--- src/inc/dw_store_pkg.sv ---
// Shared constants and carrier types for the doubleword store unit
package dw_store_pkg;
    localparam int XLEN = 64;
    localparam int PA_W = 40;
    localparam int REG_W = 5;
    // Monitored block: one 64-byte line, sized to the largest cache line
    localparam int BLOCK_LSB = 6;
    localparam int OPC_LSB = 26;
    localparam int BASE_LSB = 21;
    localparam int SRC_LSB = 16;
    localparam int OFS_W = 16;
    localparam int ALIGN_BITS = 3;
    localparam int UNIT_LSB = 26;
    localparam logic [5:0] OPC_COND_STORE = 6'h3C;
    localparam logic [5:0] OPC_PLAIN_STORE = 6'h3F;
    localparam logic [3:0] OPC_COPRO_PREFIX = 4'hF;
    localparam logic LINK_FLAG_RESET = 1'h0;
    localparam logic [XLEN-1:0] SUCCESS_VALUE = 64'h0000000000000001;

    typedef enum logic [2:0] {
        EXC_NONE = 3'h0,
        EXC_TLB_REFILL = 3'h1,
        EXC_TLB_INVALID = 3'h2,
        EXC_TLB_MODIFIED = 3'h3,
        EXC_ADDR_ERROR = 3'h4,
        EXC_RESERVED = 3'h5,
        EXC_COP_UNUSABLE = 3'h6
    } exc_t;

    typedef enum logic [4:0] {
        ST_IDLE = 5'h01,
        ST_COPRO = 5'h02,
        ST_XLATE = 5'h04,
        ST_WRITE = 5'h08,
        ST_FINISH = 5'h10
    } state_t;

    typedef struct packed {
        logic [31:0] instr;
        logic [XLEN-1:0] base_val;
        logic [XLEN-1:0] src_val;
    } issue_t;

    typedef struct packed {
        logic valid;
        logic [PA_W-1:0] paddr;
    } addr_evt_t;

    typedef struct packed {
        logic valid;
        logic [PA_W-1:0] paddr;
        logic refill;
        logic invalid;
        logic modified;
    } xlate_rsp_t;

    typedef struct packed {
        logic [PA_W-1:0] paddr;
        logic [XLEN-1:0] data;
    } mem_req_t;

    typedef struct packed {
        logic [REG_W-1:0] dest;
        logic [XLEN-1:0] value;
    } wb_t;

    typedef struct packed {
        logic [1:0] unit;
        logic [REG_W-1:0] src;
    } copro_req_t;
endpackage

--- src/dw_store_unit.sv ---
// Execution of the conditional, plain and coprocessor doubleword stores
//
// Behaviour
// RULE1 - Conditional store: opcode 111100, base 25:21, source 20:16, offset 15:0.
// RULE2 - Effective address is sign-extended 16-bit offset plus base register.
// RULE3 - Conditional success writes all 64 source bits, then returns one.
// RULE4 - Flag clear: no write, returns zero; result is 63 zeros and flag.
// RULE5 - Coherent store by another agent into monitored block forces failure.
// RULE6 - Exception taken or exception return between the pair forces failure.
// RULE7 - Other accesses or a wide code span may give either outcome.
// RULE8 - Software pairs linked load and conditional store on one address.
// RULE9 - Target must be cached; coherent accesses needed for multiprocessor atomicity.
// RULE10 - Uniprocessor atomicity needs one consistent cached access type.
// RULE11 - Conditional store misaligned in low three bits: address error, no write.
// RULE12 - Software keeps low three offset bits zero for these stores.
// RULE13 - Conditional store reports TLB, address and reserved errors, never bus error.
// RULE14 - Plain store, opcode 111111, writes all 64 bits after translation.
// RULE15 - Plain and coprocessor stores misaligned: address error instead of write.
// RULE16 - Coprocessor store 1111zz stores 64 bits supplied by coprocessor zz.
// RULE17 - Coprocessor store with usable bit clear raises coprocessor unusable.
// RULE18 - Units 0 to 3; unit 0 opcode belongs to another instruction. Here unit 3 (opcode 111111) also decodes as the plain store.
// RULE19 - Software never enables an unimplemented coprocessor.
// RULE20 - Monitored block is sized to the largest cache line.
// RULE21 - One link flag: linked load sets, failure events clear, store samples.
`timescale 1ns/1ns
module dw_store_unit (
    input wire logic core_clk,
    input wire logic resetn,
    input wire logic issue_valid,
    input wire dw_store_pkg::issue_t issue,
    output logic issue_ready,
    input wire logic enable64,
    input wire logic [3:0] copro_usable,
    input wire dw_store_pkg::addr_evt_t linked_double_load,
    input wire dw_store_pkg::addr_evt_t coherent_store,
    input wire logic exc_taken,
    input wire logic exception_return_op,
    output logic copro_req_valid,
    output dw_store_pkg::copro_req_t copro_req,
    input wire logic copro_rsp_valid,
    input wire logic [63:0] copro_store_data,
    output logic xlate_req_valid,
    output logic [63:0] xlate_vaddr,
    input wire dw_store_pkg::xlate_rsp_t xlate_rsp,
    output logic mem_req_valid,
    output dw_store_pkg::mem_req_t mem_req,
    input wire logic mem_ack,
    output logic wb_valid,
    output dw_store_pkg::wb_t wb,
    output logic done,
    output dw_store_pkg::exc_t exc,
    output logic link_flag
);

    ////////////////////////////////////////////////////////////////////////////
    // Decode of the issued word

    logic [5:0] opc;
    logic [63:0] ea;
    logic is_cond;
    logic is_plain;
    logic is_copro;
    logic [1:0] unit;

    assign opc = issue.instr[dw_store_pkg::OPC_LSB +: 6];
    assign unit = issue.instr[dw_store_pkg::UNIT_LSB +: 2];
    assign is_cond = (opc == dw_store_pkg::OPC_COND_STORE); // RULE1
    assign is_plain = (opc == dw_store_pkg::OPC_PLAIN_STORE); // RULE14
    // Zero and three are the other two stores, so unit 0 never reaches here
    assign is_copro = (opc[5:2] == dw_store_pkg::OPC_COPRO_PREFIX)
        && !is_cond && !is_plain; // RULE18
    assign ea = {{(64 - dw_store_pkg::OFS_W){issue.instr[dw_store_pkg::OFS_W-1]}},
        issue.instr[dw_store_pkg::OFS_W-1:0]} + issue.base_val; // RULE2

    ////////////////////////////////////////////////////////////////////////////
    // State

    dw_store_pkg::state_t state;
    dw_store_pkg::state_t next_state;
    logic cond_op;
    logic next_cond_op;
    logic [4:0] dest;
    logic [4:0] next_dest;
    logic [63:0] store_data;
    logic [63:0] next_store_data;
    logic [39:0] link_addr;
    logic [39:0] next_link_addr;
    logic next_link_flag;
    logic next_issue_ready;
    logic next_copro_req_valid;
    dw_store_pkg::copro_req_t next_copro_req;
    logic next_xlate_req_valid;
    logic [63:0] next_xlate_vaddr;
    logic next_mem_req_valid;
    dw_store_pkg::mem_req_t next_mem_req;
    logic next_wb_valid;
    dw_store_pkg::wb_t next_wb;
    logic next_done;
    dw_store_pkg::exc_t next_exc;
    logic snoop_hit;
    logic flag_clear;

    // Block match ignores offset bits within the monitored line
    assign snoop_hit = coherent_store.valid && (coherent_store.paddr[39:dw_store_pkg::BLOCK_LSB]
        == link_addr[39:dw_store_pkg::BLOCK_LSB]); // RULE5 RULE20
    // Both the taking of an exception and the return from one clear the flag
    assign flag_clear = snoop_hit || exc_taken || exception_return_op; // RULE6

    always_comb begin
        next_state = state;
        next_cond_op = cond_op;
        next_dest = dest;
        next_store_data = store_data;
        next_link_addr = link_addr;
        next_link_flag = link_flag;
        next_issue_ready = 1'h0;
        next_copro_req_valid = 1'h0;
        next_copro_req = copro_req;
        next_xlate_req_valid = 1'h0;
        next_xlate_vaddr = xlate_vaddr;
        next_mem_req_valid = mem_req_valid;
        next_mem_req = mem_req;
        next_wb_valid = 1'h0;
        next_wb = wb;
        next_done = 1'h0;
        next_exc = exc;

        // Other accesses between the pair leave the flag untouched
        if (flag_clear) begin
            next_link_flag = 1'h0; // RULE7
        end
        // A new linked load wins over a clear arriving in the same cycle
        if (linked_double_load.valid) begin
            next_link_flag = 1'h1; // RULE21
            next_link_addr = linked_double_load.paddr;
        end

        case (state)
            dw_store_pkg::ST_IDLE: begin
                next_issue_ready = 1'h1;
                // Ready is low on the first idle cycle after reset, so no early take
                if (issue_valid && issue_ready) begin
                    next_issue_ready = 1'h0;
                    next_cond_op = is_cond;
                    next_dest = issue.instr[dw_store_pkg::SRC_LSB +: 5];
                    next_store_data = issue.src_val; // RULE3 RULE14
                    next_xlate_vaddr = ea;
                    next_state = dw_store_pkg::ST_FINISH;
                    if (!enable64 || !(is_cond || is_plain || is_copro)) begin
                        next_exc = dw_store_pkg::EXC_RESERVED;
                    end else if (is_copro && !copro_usable[unit]) begin
                        next_exc = dw_store_pkg::EXC_COP_UNUSABLE; // RULE17
                    end else if (ea[dw_store_pkg::ALIGN_BITS-1:0] != 3'h0) begin
                        // Checked before translation, so no memory traffic
                        next_exc = dw_store_pkg::EXC_ADDR_ERROR; // RULE11 RULE15
                    end else if (is_copro) begin
                        next_exc = dw_store_pkg::EXC_NONE;
                        next_copro_req_valid = 1'h1; // RULE16
                        next_copro_req.unit = unit;
                        next_copro_req.src = issue.instr[dw_store_pkg::SRC_LSB +: 5];
                        next_state = dw_store_pkg::ST_COPRO;
                    end else begin
                        next_exc = dw_store_pkg::EXC_NONE;
                        next_xlate_req_valid = 1'h1;
                        next_state = dw_store_pkg::ST_XLATE;
                    end
                end
            end
            dw_store_pkg::ST_COPRO: begin
                if (copro_rsp_valid) begin
                    next_store_data = copro_store_data; // RULE16
                    next_xlate_req_valid = 1'h1;
                    next_state = dw_store_pkg::ST_XLATE;
                end
            end
            dw_store_pkg::ST_XLATE: begin
                if (xlate_rsp.valid) begin
                    next_state = dw_store_pkg::ST_FINISH;
                    // Only translation faults are reported here, never a bus error
                    if (xlate_rsp.refill) begin
                        next_exc = dw_store_pkg::EXC_TLB_REFILL; // RULE13
                    end else if (xlate_rsp.invalid) begin
                        next_exc = dw_store_pkg::EXC_TLB_INVALID; // RULE13
                    end else if (xlate_rsp.modified) begin
                        next_exc = dw_store_pkg::EXC_TLB_MODIFIED; // RULE13
                    end else if (cond_op && !link_flag) begin
                        // Failed attempt: no write, zero result
                        next_wb_valid = 1'h1; // RULE4
                        next_wb.dest = dest;
                        next_wb.value = {63'h0, link_flag}; // RULE4
                    end else begin
                        next_mem_req_valid = 1'h1; // RULE3 RULE14
                        next_mem_req.paddr = xlate_rsp.paddr;
                        next_mem_req.data = store_data;
                        next_state = dw_store_pkg::ST_WRITE;
                    end
                end
            end
            dw_store_pkg::ST_WRITE: begin
                if (mem_ack) begin
                    next_mem_req_valid = 1'h0;
                    next_state = dw_store_pkg::ST_FINISH;
                    if (cond_op) begin
                        next_wb_valid = 1'h1;
                        next_wb.dest = dest;
                        next_wb.value = dw_store_pkg::SUCCESS_VALUE; // RULE3
                        // The flag is spent by a completed sequence
                        next_link_flag = linked_double_load.valid; // RULE21
                    end
                end
            end
            dw_store_pkg::ST_FINISH: begin
                next_done = 1'h1;
                next_issue_ready = 1'h1;
                next_state = dw_store_pkg::ST_IDLE;
            end
            default: begin
                next_state = dw_store_pkg::ST_IDLE;
            end
        endcase
    end

    always_ff @(posedge core_clk) begin
        if (!resetn) begin
            state <= dw_store_pkg::ST_IDLE;
            cond_op <= 1'h0;
            dest <= 5'h00;
            store_data <= 64'h0000000000000000;
            link_addr <= 40'h0000000000;
            link_flag <= dw_store_pkg::LINK_FLAG_RESET;
            issue_ready <= 1'h0;
            copro_req_valid <= 1'h0;
            copro_req <= '0;
            xlate_req_valid <= 1'h0;
            xlate_vaddr <= 64'h0000000000000000;
            mem_req_valid <= 1'h0;
            mem_req <= '0;
            wb_valid <= 1'h0;
            wb <= '0;
            done <= 1'h0;
            exc <= dw_store_pkg::EXC_NONE;
        end else begin
            state <= next_state;
            cond_op <= next_cond_op;
            dest <= next_dest;
            store_data <= next_store_data;
            link_addr <= next_link_addr;
            link_flag <= next_link_flag;
            issue_ready <= next_issue_ready;
            copro_req_valid <= next_copro_req_valid;
            copro_req <= next_copro_req;
            xlate_req_valid <= next_xlate_req_valid;
            xlate_vaddr <= next_xlate_vaddr;
            mem_req_valid <= next_mem_req_valid;
            mem_req <= next_mem_req;
            wb_valid <= next_wb_valid;
            wb <= next_wb;
            done <= next_done;
            exc <= next_exc;
        end
    end

endmodule

--- config.mk ---
export PLATFORM = sky130hd
export DESIGN_NAME = dw_store_unit
export DESIGN_NICKNAME = d
export VERILOG_FILES = /design/src/inc/dw_store_pkg.sv /design/src/dw_store_unit.sv
export SDC_FILE = /design/constraint.sdc
export NUM_CORES = 1
export LEC_CHECK = 0
export BUFFER_PORTS_ARGS = -buffer_cell sky130_fd_sc_hd__buf_2
export CORE_AREA = 2 2 243 245
export CTS_CLUSTER_SIZE = 12
export DETAILED_ROUTE_END_ITERATION = 7
export DIE_AREA = 0 0 245 247
export MAX_ROUTING_LAYER = met4
export RECOVER_POWER = 100
export SETUP_SLACK_MARGIN = 0.02
export SYNTH_ARGS = -nofsm -noshare
export SYNTH_HDL_FRONTEND = slang
export SYNTH_SLANG_ARGS = --single-unit
--- constraint.sdc ---
create_clock -name core_clk -period 7.8 [get_ports core_clk]
set_input_delay 0.39 -clock core_clk [delete_from_list [all_inputs] [get_ports core_clk]]
set_output_delay 0.39 -clock core_clk [all_outputs]
set_load 0.01 [all_outputs]
==> results.sh, run 1 <==
export IMPL_yosysSeqAreaShare_pct=38.3
export IMPL_maxCapViolations=9
export IMPL_cell_internal_pwr_w=0.00315
export IMPL_multiInputGateArea_um2=8800
export IMPL_ioPinCount=616
export IMPL_die_area_um2=60500
export IMPL_grt_pass1_wl_um=79600
export IMPL_ys_async_sr_fraction_pct=0
export IMPL_crit_type="register to register"
export IMPL_num_vias=14800
export IMPL_cts_repair_resized=0
export IMPL_grt_ovfl_total=0
export IMPL_critPathMaxFanout=37
export IMPL_power_frac_comb_pct=23.8
export IMPL_cp_arrival_ps=5730
export IMPL_ys_seq_elements=300
export IMPL_drt_wl_total_um=53900
export IMPL_io_buffer_count=533
export IMPL_hold_class="input port to register"
export IMPL_ir_drop_mv=0.150
export IMPL_finalSetupViolations=0
export IMPL_clock_power_share_pct=37.2
export IMPL_regArea_um2=6010
export IMPL_powerDensity_nw_per_um2=239
export IMPL_seqPwrFrac_pct=39.0
export IMPL_cts_root_buf="clkbuf_16"
export IMPL_clk_latency_ps=560
export IMPL_endpoint="store_data[62]"
export IMPL_core_um2=58200
export IMPL_switching_share_pct=32.4
export IMPL_die_x_um=245
export IMPL_r2r_end="store_data[62]"
export IMPL_area_growth_pct=24.7
export IMPL_clock_skew_ps=19.3
export IMPL_violations="capacitance limit, slew limit"
export IMPL_synthCells=1940
export IMPL_drive_above_1_share_pct=17.3
export IMPL_cts_path_max_buffers=3
export IMPL_antenna_found_initial=4
export IMPL_post_cts_buffers=0
export IMPL_synth_distinct_cells=76
export IMPL_dp_cells=3134
export IMPL_slew_violations=401
export IMPL_cts_buffers_inserted=37
export IMPL_layout_commonest_cell="nand2_1"
export IMPL_whs_path_depth=3
export IMPL_wl_per_cell_um=16.8
export IMPL_rsz0062_at_grt="no"
export IMPL_row_count=89
export IMPL_hpwlAfterDp_um=40200
export IMPL_fin_nets=2826
export IMPL_grt_max_degree=104
export IMPL_reg2reg_slack_ps=2520
export IMPL_grt_pass1_vias=13800
export IMPL_critPathLaunchType="register"
export IMPL_critPathCaptureType="register"
export IMPL_num_fill_cells=6380
export IMPL_hold_buffers=0
export IMPL_cts_sink_count=300
export IMPL_dr_pass1_iters=5
export IMPL_gp_congestion=0.881
export IMPL_setup_tns_ps=0
export IMPL_p_switching_w=0.00151
export IMPL_clk_pin_slew_ps=60
export IMPL_period_share_pct=67.8
export IMPL_status="complete, but fails checks"
export IMPL_grt_usage_pct=17.3
export IMPL_drt_iter0_drc=651
export IMPL_cp_required_ps=8250
export IMPL_worstHoldStart="xlate_rsp[37]"
export IMPL_syn_area_per_cell_um2=8.08
export IMPL_cp_startpoint="state[4]"
export IMPL_start_util_pct=26.9
export IMPL_fmax_mhz=189
export IMPL_die_h_um=247
export IMPL_relSlewSlack_pct=-96.3
export IMPL_cts_tree="done"
export IMPL_yosys_warnings=0
export IMPL_antenna_left=0
export IMPL_synth_top_flop_cell="dfxtp_1"
export IMPL_synth_edff_count=0
export IMPL_syn_area_um2=15700
export IMPL_htreeDepth=2
export IMPL_max_slew_worst_pin_slew_ps=2940
export IMPL_mostFrequentLayoutCells="379 x nand2_1, 341 x buf_2, 300 x dfxtp_1"
export IMPL_vias_per_cell=4.63
export IMPL_finalNonFillerCells=3203
export IMPL_drc=0
export IMPL_reg2regPathDepth=6
export IMPL_finalHoldViolCount=0
export IMPL_min_period_ps=5280
export IMPL_p_leak_nw=8.11
export IMPL_r2r_start="state[4]"
cells in the mapped netlist, types with 4 or more instances:
| library cell | n | area (µm²) |
|---|---|---|
| a211oi_1 | 71 | 533 |
| a21boi_0 | 6 | 45.0 |
| a21o_1 | 29 | 218 |
| a21oi_1 | 231 | 1160 |
| a31oi_1 | 10 | 62.6 |
| and2_1 | 5 | 31.3 |
| and3_1 | 9 | 56.3 |
| buf_1 | 6 | 22.5 |
| buf_2 | 24 | 120 |
| buf_4 | 64 | 480 |
| clkbuf_1 | 89 | 334 |
| dfxtp_1 | 300 | 6010 |
| ha_1 | 63 | 788 |
| inv_1 | 14 | 52.6 |
| mux2i_1 | 112 | 1120 |
| nand2_1 | 379 | 1420 |
| nand2b_1 | 13 | 81.3 |
| nand3_1 | 26 | 130 |
| nand4_1 | 37 | 231 |
| nor2_1 | 172 | 646 |
| nor2b_1 | 7 | 43.8 |
| nor3_1 | 17 | 85.1 |
| nor4_1 | 7 | 43.8 |
| o21a_1 | 9 | 67.6 |
| o21ai_0 | 46 | 230 |
| o21ai_1 | 10 | 50.1 |
| o21bai_1 | 12 | 90.1 |
| o221ai_1 | 4 | 35.0 |
| or3_1 | 6 | 37.5 |
| or4_1 | 4 | 30.0 |
| xnor2_1 | 68 | 596 |
| xor2_1 | 19 | 166 |
power groups by stage:
| stage | Combinational (W) | Sequential [W] | Clock [W] |
|---|---|---|---|
| 3_5_place_dp | 0.00115 | 0.00185 | 0 |
| 4_1_cts | 0.00115 | 0.00182 | 0.00180 |
| 5_1_grt | 0.00124 | 0.00184 | 0.00187 |
| 3_3_place_gp | 0.00114 | 0.00185 | 0 |
| 2_1_floorplan | 0.000751 | 0.00187 | 0 |
| 6_report | 0.00111 | 0.00182 | 0.00174 |
state kept, by name (all words and copies together), names as in the netlist:
| name | cells |
|---|---|
| cond_op | 1 |
| copro_req | 7 |
| copro_req_valid | 1 |
| dest | 5 |
| done | 1 |
| exc | 3 |
| issue_ready | 1 |
| link_addr | 34 |
| link_flag | 1 |
| mem_req | 104 |
| mem_req_valid | 1 |
| state | 5 |
| store_data | 64 |
| wb | 6 |
| wb_valid | 1 |
| xlate_req_valid | 1 |
| xlate_vaddr | 64 |
worst min-delay path by stage:
stage,end,slack [ps]
after CTS,mem_req[81],30
after detailed placement,xlate_vaddr[16],440
final,mem_req[98],70
after global placement,xlate_vaddr[11],440
after floorplan,mem_req[0],430
after global routing,mem_req[81],40
worst max-delay path, stage by stage, from the launching register on:
cell and delay [ps]:
dfxtp_1 390, nor3_1 100, nand3b_1 160, clkbuf_1 1870
clkbuf_1 1880, mux2i_1 380, a211oi_1 350
metal layers:
layer / vias to the layer above / wire (µm) / track usage, %
met2: 467 / 25400 / 28.2
met1: 6740 / 23300 / 21.3
li1: 7557 / - / -
met3: 62 / 4170 / 4.57
met5: - / 0 / -
met4: 0 / 1030 / 4.32
per-stage QoR:
stage / power, W / area (µm²) / setup slack (ps) / hold slack (ps) / utilization [%]
6_report: 0.00467 / 19600 / 2520 / 68.8 / 33.6
3_3_place_gp: 0.00299 / 18700 / 4030 / 437 / 32.1
2_1_floorplan: 0.00262 / 15900 / 4960 / 432 / -
3_5_place_dp: 0.00300 / 18700 / 4040 / 440 / 32.1
4_1_cts: 0.00478 / 19900 / 4170 / 29.7 / 34.2
5_1_grt: 0.00496 / 19600 / 2030 / 36.7 / 33.6
logic make-up after synthesis:
logic type      synth area share, %
simple gates                   19.1
compound gates                 18.8
flops                          38.3
buf+inv                        6.53
mux                            7.22
xor+xnor                       4.86
fa+ha+maj                      5.15
other cells                  0.0239
area by class of cell:
cell class	instances	area share, %
Antenna cell	2	0.0256
Clock buffer	50	5.35
Clock inverter	17	0.889
Inverter	15	0.326
Multi-Input combinational cell	1502	45.0
Sequential cell	300	30.7
Tap cell	773	4.95
Timing Repair Buffer	544	12.7
Note: power is estimated with default switching activity, not from simulation.
==> inputs of run 2 (changes only) <==
==> constraint.sdc (replaced) <==
create_clock -name core_clk -period 4.26 [get_ports core_clk]
set_input_delay 0.213 -clock core_clk [delete_from_list [all_inputs] [get_ports core_clk]]
set_output_delay 0.213 -clock core_clk [all_outputs]
set_load 0.01 [all_outputs]
==> run 2 against run 1 <==
- the run still ends with capacitance limit, slew limit left
- count of clock-buffer cells in the layout unchanged
- largest power group unchanged
- routed wire length rose by 2.5%
- clock skew up 0.67 ps
- core utilization is 2.0 points higher
- largest cell class unchanged
- clock power up 86%
- sequential cell count unchanged
- first-iteration DRC count rose by 8.3%
- critical path depth increased by 7
==> results.sh, run 2 (synthesized netlist as in run 1, its figures left out) <==
export IMPL_die_x_um=245
export IMPL_fin_util_pct=35.5
export IMPL_die_h_um=247
export IMPL_fmax_mhz=285
export IMPL_cts_root_buf="clkbuf_16"
export IMPL_rsz0062_at_grt="no"
export IMPL_reg2reg_slack_ps=940
export IMPL_period_share_pct=82.4
export IMPL_hpwlAfterDp_um=40500
export IMPL_cts_buffers_inserted=37
export IMPL_relSlewSlack_pct=-74.4
export IMPL_maxCapViolations=1
export IMPL_cp_required_ps=4740
export IMPL_setup_tns_ps=0
export IMPL_min_period_ps=3510
export IMPL_mostFrequentLayoutCells="379 x nand2_1, 341 x buf_2, 300 x dfxtp_1"
export IMPL_use_met3_pct=4.50
export IMPL_cts_repair_resized=0
export IMPL_slew_violations=36
export IMPL_drive_above_1_share_pct=17.4
export IMPL_grt_util_met2_pct=29.2
export IMPL_largest_reg_flops=104
export IMPL_reg_largest_list="mem_req x104, store_data x64, xlate_vaddr x64"
export IMPL_reg2regPathDepth=7
export IMPL_antenna_left=0
export IMPL_finalNonFillerCells=3299
export IMPL_hold_class="input port to register"
export IMPL_cts_sink_count=300
export IMPL_vias_per_cell=4.65
export IMPL_htreeDepth=2
export IMPL_num_vias=15300
export IMPL_die_area_um2=60500
export IMPL_whs_path_depth=3
export IMPL_fin_nets=2923
export IMPL_drt_wl_total_um=55200
export IMPL_start_util_pct=26.9
export IMPL_ir_drop_mv=0.277
export IMPL_top_register="mem_req"
export IMPL_max_slew_worst_pin_slew_ps=2620
export IMPL_met1_usage_pct=21.3
export IMPL_finalSetupViolations=0
export IMPL_dr_pass1_iters=5
export IMPL_ioPinCount=616
export IMPL_gp_congestion=0.897
export IMPL_critPathMaxFanout=5
export IMPL_dp_cells=3135
export IMPL_fin_area_um2=20700
export IMPL_critPathLaunchType="input port"
export IMPL_critPathCaptureType="register"
export IMPL_grt_usage_pct=17.7
export IMPL_top_usage_layer="met2"
export IMPL_clock_skew_ps=20.0
export IMPL_row_count=89
export IMPL_violations="capacitance limit, slew limit"
export IMPL_crit_type="input port to register"
export IMPL_grt_max_degree=166
export IMPL_cp_arrival_ps=3990
export IMPL_area_growth_pct=32.0
export IMPL_num_fill_cells=6185
export IMPL_io_buffer_count=533
export IMPL_cts_tree="done"
export IMPL_grt_pass1_wl_um=81600
export IMPL_clk_latency_ps=550
export IMPL_drc=0
export IMPL_layout_commonest_cell="nand2_1"
export IMPL_p_leak_nw=8.55
export IMPL_drt_iter0_drc=705
export IMPL_finalHoldViolCount=0
export IMPL_clk_pin_slew_ps=60
export IMPL_dpl_cell_area_um2=18700
export IMPL_status="complete, but fails checks"
export IMPL_antenna_found_initial=3
export IMPL_grt_ovfl_total=0
export IMPL_core_um2=58200
export IMPL_wl_per_cell_um=16.7
export IMPL_grt_pass1_vias=14400
export IMPL_powerDensity_nw_per_um2=421
export IMPL_cts_path_max_buffers=3
==> run 2: changes by cell type in the layout (fill, tap and decap cells not counted), moves of 3 or more <==
cell           delta
o21ai_0           -3
clkinv_4          +3
clkbuf_1          -5
dlygate4sd3_1    +96
clkinv_2          -5
a31oi_1           -3
==> run 2: power by group <==
| part | switching [W] | leakage [nW] | internal, W | total (W) |
|---|---|---|---|---|
| Sequential | 0.000189 | 2.44 | 0.00315 | 0.00334 |
| Clock | 0.00130 | 0.610 | 0.00194 | 0.00324 |
| Combinational | 0.00130 | 5.51 | 0.000828 | 0.00213 |
==> run 2: path summary, 6_finish.rpt <==
check | start | end
hold reg to reg | store_data[42] | mem_req[42]
hold / removal | copro_store_data[0] | store_data[0]
setup / recovery | issue[64] | xlate_vaddr[62]
setup reg to reg | state[1] | copro_req[1]
==> run 2: metal layers <==
layer / routed length, µm / vias to the layer above / part of all wire (%)
li1: - / 7764 / -
met1: 23900 / 7040 / 43
met2: 26100 / 461 / 47
met3: 3960 / 70 / 7.2
met4: 1170 / 0 / 2.1
met5: 0 / - / 0
==> run 2: what timing repair did <==
item                                   CTS  global route
endpoints found under the hold margin   95             0
buffers inserted                         0             0
hold buffers                            96             0
==> run 2: final cells by class <==
cell class / count / area (µm²) / share of cell area, %
Inverter: 15 / 63.8 / 0.308
Sequential cell: 300 / 6010 / 29.0
Clock buffer: 50 / 1060 / 5.10
Multi-Input combinational cell: 1502 / 8900 / 43.0
Antenna cell: 3 / 7.51 / 0.0363
Clock inverter: 15 / 196 / 0.949
Timing Repair Buffer: 641 / 3500 / 16.9
Tap cell: 773 / 967 / 4.67
==> run 2: worst max-delay path, stage by stage <==
cell and delay (ps):
buf_2 100, ha_1 230, fa_1 420, a21oi_1 260, o21ai_0 300, a22oi_1 300, nand4_1 180, a211oi_1 440
nor3_1 140, o21ai_0 650, nor3_1 160, or4_1 500, nand3_1 90
==> run 2: through the flow <==
step / total power [W] / hold slack, ps / worst slack, ps
final: 0.00870 / 28.0 / 750
after detailed placement: 0.00550 / 441 / 748
after global placement: 0.00548 / 438 / 765
after CTS: 0.00889 / 0.670 / 1040
after floorplan: 0.00479 / 349 / 1600
after global routing: 0.00924 / 4.81 / 552
==> inputs of run 3 (changes only) <==
==> constraint.sdc (replaced) <==
create_clock -name core_clk -period 2.85 [get_ports core_clk]
set_input_delay 0.1425 -clock core_clk [delete_from_list [all_inputs] [get_ports core_clk]]
set_output_delay 0.1425 -clock core_clk [all_outputs]
set_load 0.01 [all_outputs]
==> run 3 against run 2 <==
- the run still ends with capacitance limit, slew limit left
- final area is 9.9% higher
- critical path depth is 7 lower
- first-iteration DRC count is 7.9% higher
- clock power is 52% higher
- largest cell class unchanged
- cell count is 7.0% higher
- sequential share of layout area is 2.6 points lower
- routed wire length is 5.2% higher
- sequential cell count stayed put
- register-to-register slack worse by 700 ps
==> results.sh, run 3 (synthesized netlist as in run 1, its figures left out) <==
export IMPL_status="complete, but fails checks"
export IMPL_violations="capacitance limit, slew limit"
export IMPL_reg2reg_slack_ps=240
export IMPL_antenna_found_initial=6
export IMPL_num_fill_cells=6031
export IMPL_core_um2=58200
export IMPL_p_leak_nw=9.64
export IMPL_die_area_um2=60500
export IMPL_min_period_ps=2610
export IMPL_rsz0062_at_grt="no"
export IMPL_cp_arrival_ps=3030
export IMPL_crit_type="register to register"
export IMPL_critPathLaunchType="register"
export IMPL_io_buffer_count=533
export IMPL_clk_pin_slew_ps=60
export IMPL_cts_tree="done"
export IMPL_area_growth_pct=45.0
export IMPL_htreeDepth=2
export IMPL_finalHoldViolCount=0
export IMPL_grt_util_met2_pct=30.9
export IMPL_critPathMaxFanout=35
export IMPL_vias_per_cell=4.59
export IMPL_finalSetupViolations=0
export IMPL_cts_sink_count=300
export IMPL_top_register="mem_req"
export IMPL_finalNonFillerCells=3530
export IMPL_met1_usage_pct=22.4
export IMPL_grt_max_degree=130
export IMPL_ioPinCount=616
export IMPL_regArea_um2=6010
export IMPL_ir_drop_mv=0.365
export IMPL_reg_largest_list="mem_req x104, store_data x64, xlate_vaddr x64"
export IMPL_max_slew_worst_pin_slew_ps=2410
export IMPL_grt_usage_pct=18.7
export IMPL_period_share_pct=91.6
export IMPL_mostFrequentLayoutCells="379 x nand2_1, 341 x buf_2, 300 x dfxtp_1"
export IMPL_reg2regPathDepth=6
export IMPL_r2r_start="state[4]"
export IMPL_hpwlAfterDp_um=42700
export IMPL_die_h_um=247
export IMPL_critPathCaptureType="register"
export IMPL_clk_latency_ps=550
export IMPL_slew_violations=128
export IMPL_row_count=89
export IMPL_num_vias=16200
export IMPL_drt_wl_total_um=58100
export IMPL_powerDensity_nw_per_um2=596
export IMPL_fmax_mhz=383
export IMPL_multiInputGateArea_um2=8900
export IMPL_drt_iter0_drc=761
export IMPL_antenna_left=0
export IMPL_clock_skew_ps=23.3
export IMPL_dr_pass1_iters=7
export IMPL_fin_util_pct=39.0
export IMPL_die_x_um=245
export IMPL_start_util_pct=26.9
export IMPL_gp_congestion=0.878
export IMPL_cp_startpoint="state[4]"
export IMPL_relSlewSlack_pct=-60.7
export IMPL_drc=0
export IMPL_hold_class="input port to register"
export IMPL_cts_buffers_inserted=38
export IMPL_dp_cells=3270
export IMPL_cts_root_buf="clkbuf_16"
export IMPL_cts_path_max_buffers=3
export IMPL_wl_per_cell_um=16.4
export IMPL_layout_commonest_cell="nand2_1"
export IMPL_use_met3_pct=4.36
export IMPL_grt_pass1_vias=15500
export IMPL_largest_reg_flops=104
export IMPL_r2r_end="store_data[27]"
export IMPL_grt_pass1_wl_um=86300
export IMPL_top_usage_layer="met2"
export IMPL_fin_nets=3154
export IMPL_drive_above_1_share_pct=21.1
export IMPL_endpoint="store_data[27]"
export IMPL_grt_ovfl_total=0
export IMPL_cp_required_ps=3270
export IMPL_maxCapViolations=1
## run 3: cell types whose count changed in the layout (fill, tap and decap cells not counted), sizes merged
cell / change
clkinv: +3
clkbuf: +1
diode: +2
buf: +130
bufinv: +1
dlygate4sd3: +94
## run 3: timing repair
item | 4_1_cts | 5_1_grt
hold endpoints to repair | 147 | 0
endpoints found under the setup margin | 0 | 2
hold buffers | 190 | 0
gates resized for setup | 0 | 0
buffers inserted | 0 | 1
## run 3: how the worst min path moves through the flow
stage	start	to	slack, ps	cells past startpoint
floorplan	issue[144]	dest[0]	280	2
global placement	linked_double_load[30]	link_addr[30]	380	3
detailed placement	linked_double_load[18]	link_addr[18]	390	3
CTS	copro_store_data[31]	store_data[31]	0.9	3
global route	copro_store_data[50]	store_data[50]	20	3
finish	issue[7]	store_data[7]	30	3
## run 3: final cells by class
cell class              instances  area share [%]
well taps                     773            4.25
flip-flops and latches        300            26.4
repair buffers                871            24.2
inverters                      15           0.248
diodes                          5          0.0550
clock buffers                  45            4.61
multi-input cells            1502            39.1
clock inverters                19            1.03
## run 3: stage by stage
stage               setup WS [ps]  hold WS [ps]  instance area [µm²]  total power [W]  TNS, ps
floorplan                     259           278                15900          0.00717        0
finish                        239          32.5                22700           0.0135        0
global route                 38.5          19.9                22700           0.0143        0
detailed placement           -259           385                19900          0.00853    -1730
global placement             -185           377                19900          0.00851    -1160
CTS                           198         0.855                23000           0.0138        0
## run 3: metal layers
| layer | share of wire (%) | up-vias |
|---|---|---|
| met3 | 6.6 | 99 |
| met5 | 0 | - |
| met1 | 43 | 7421 |
| met4 | 2.9 | 0 |
| met2 | 48 | 480 |
| li1 | - | 8214 |
## run 3: worst max-delay path, stage by stage, from the launching register on
cell	delay, ps
dfxtp_1	330
nor3_1	310
nand3b_1	340
buf_4	430
mux2i_1	200
dlygate4sd3_1	590
a211oi_1	250
## run 3: report_power, final
| part | leakage [nW] | switching [W] | internal (W) |
|---|---|---|---|
| sequential | 2.44 | 0.000287 | 0.00471 |
| combinational | 6.57 | 0.00205 | 0.00155 |
| clock | 0.633 | 0.00195 | 0.00300 |
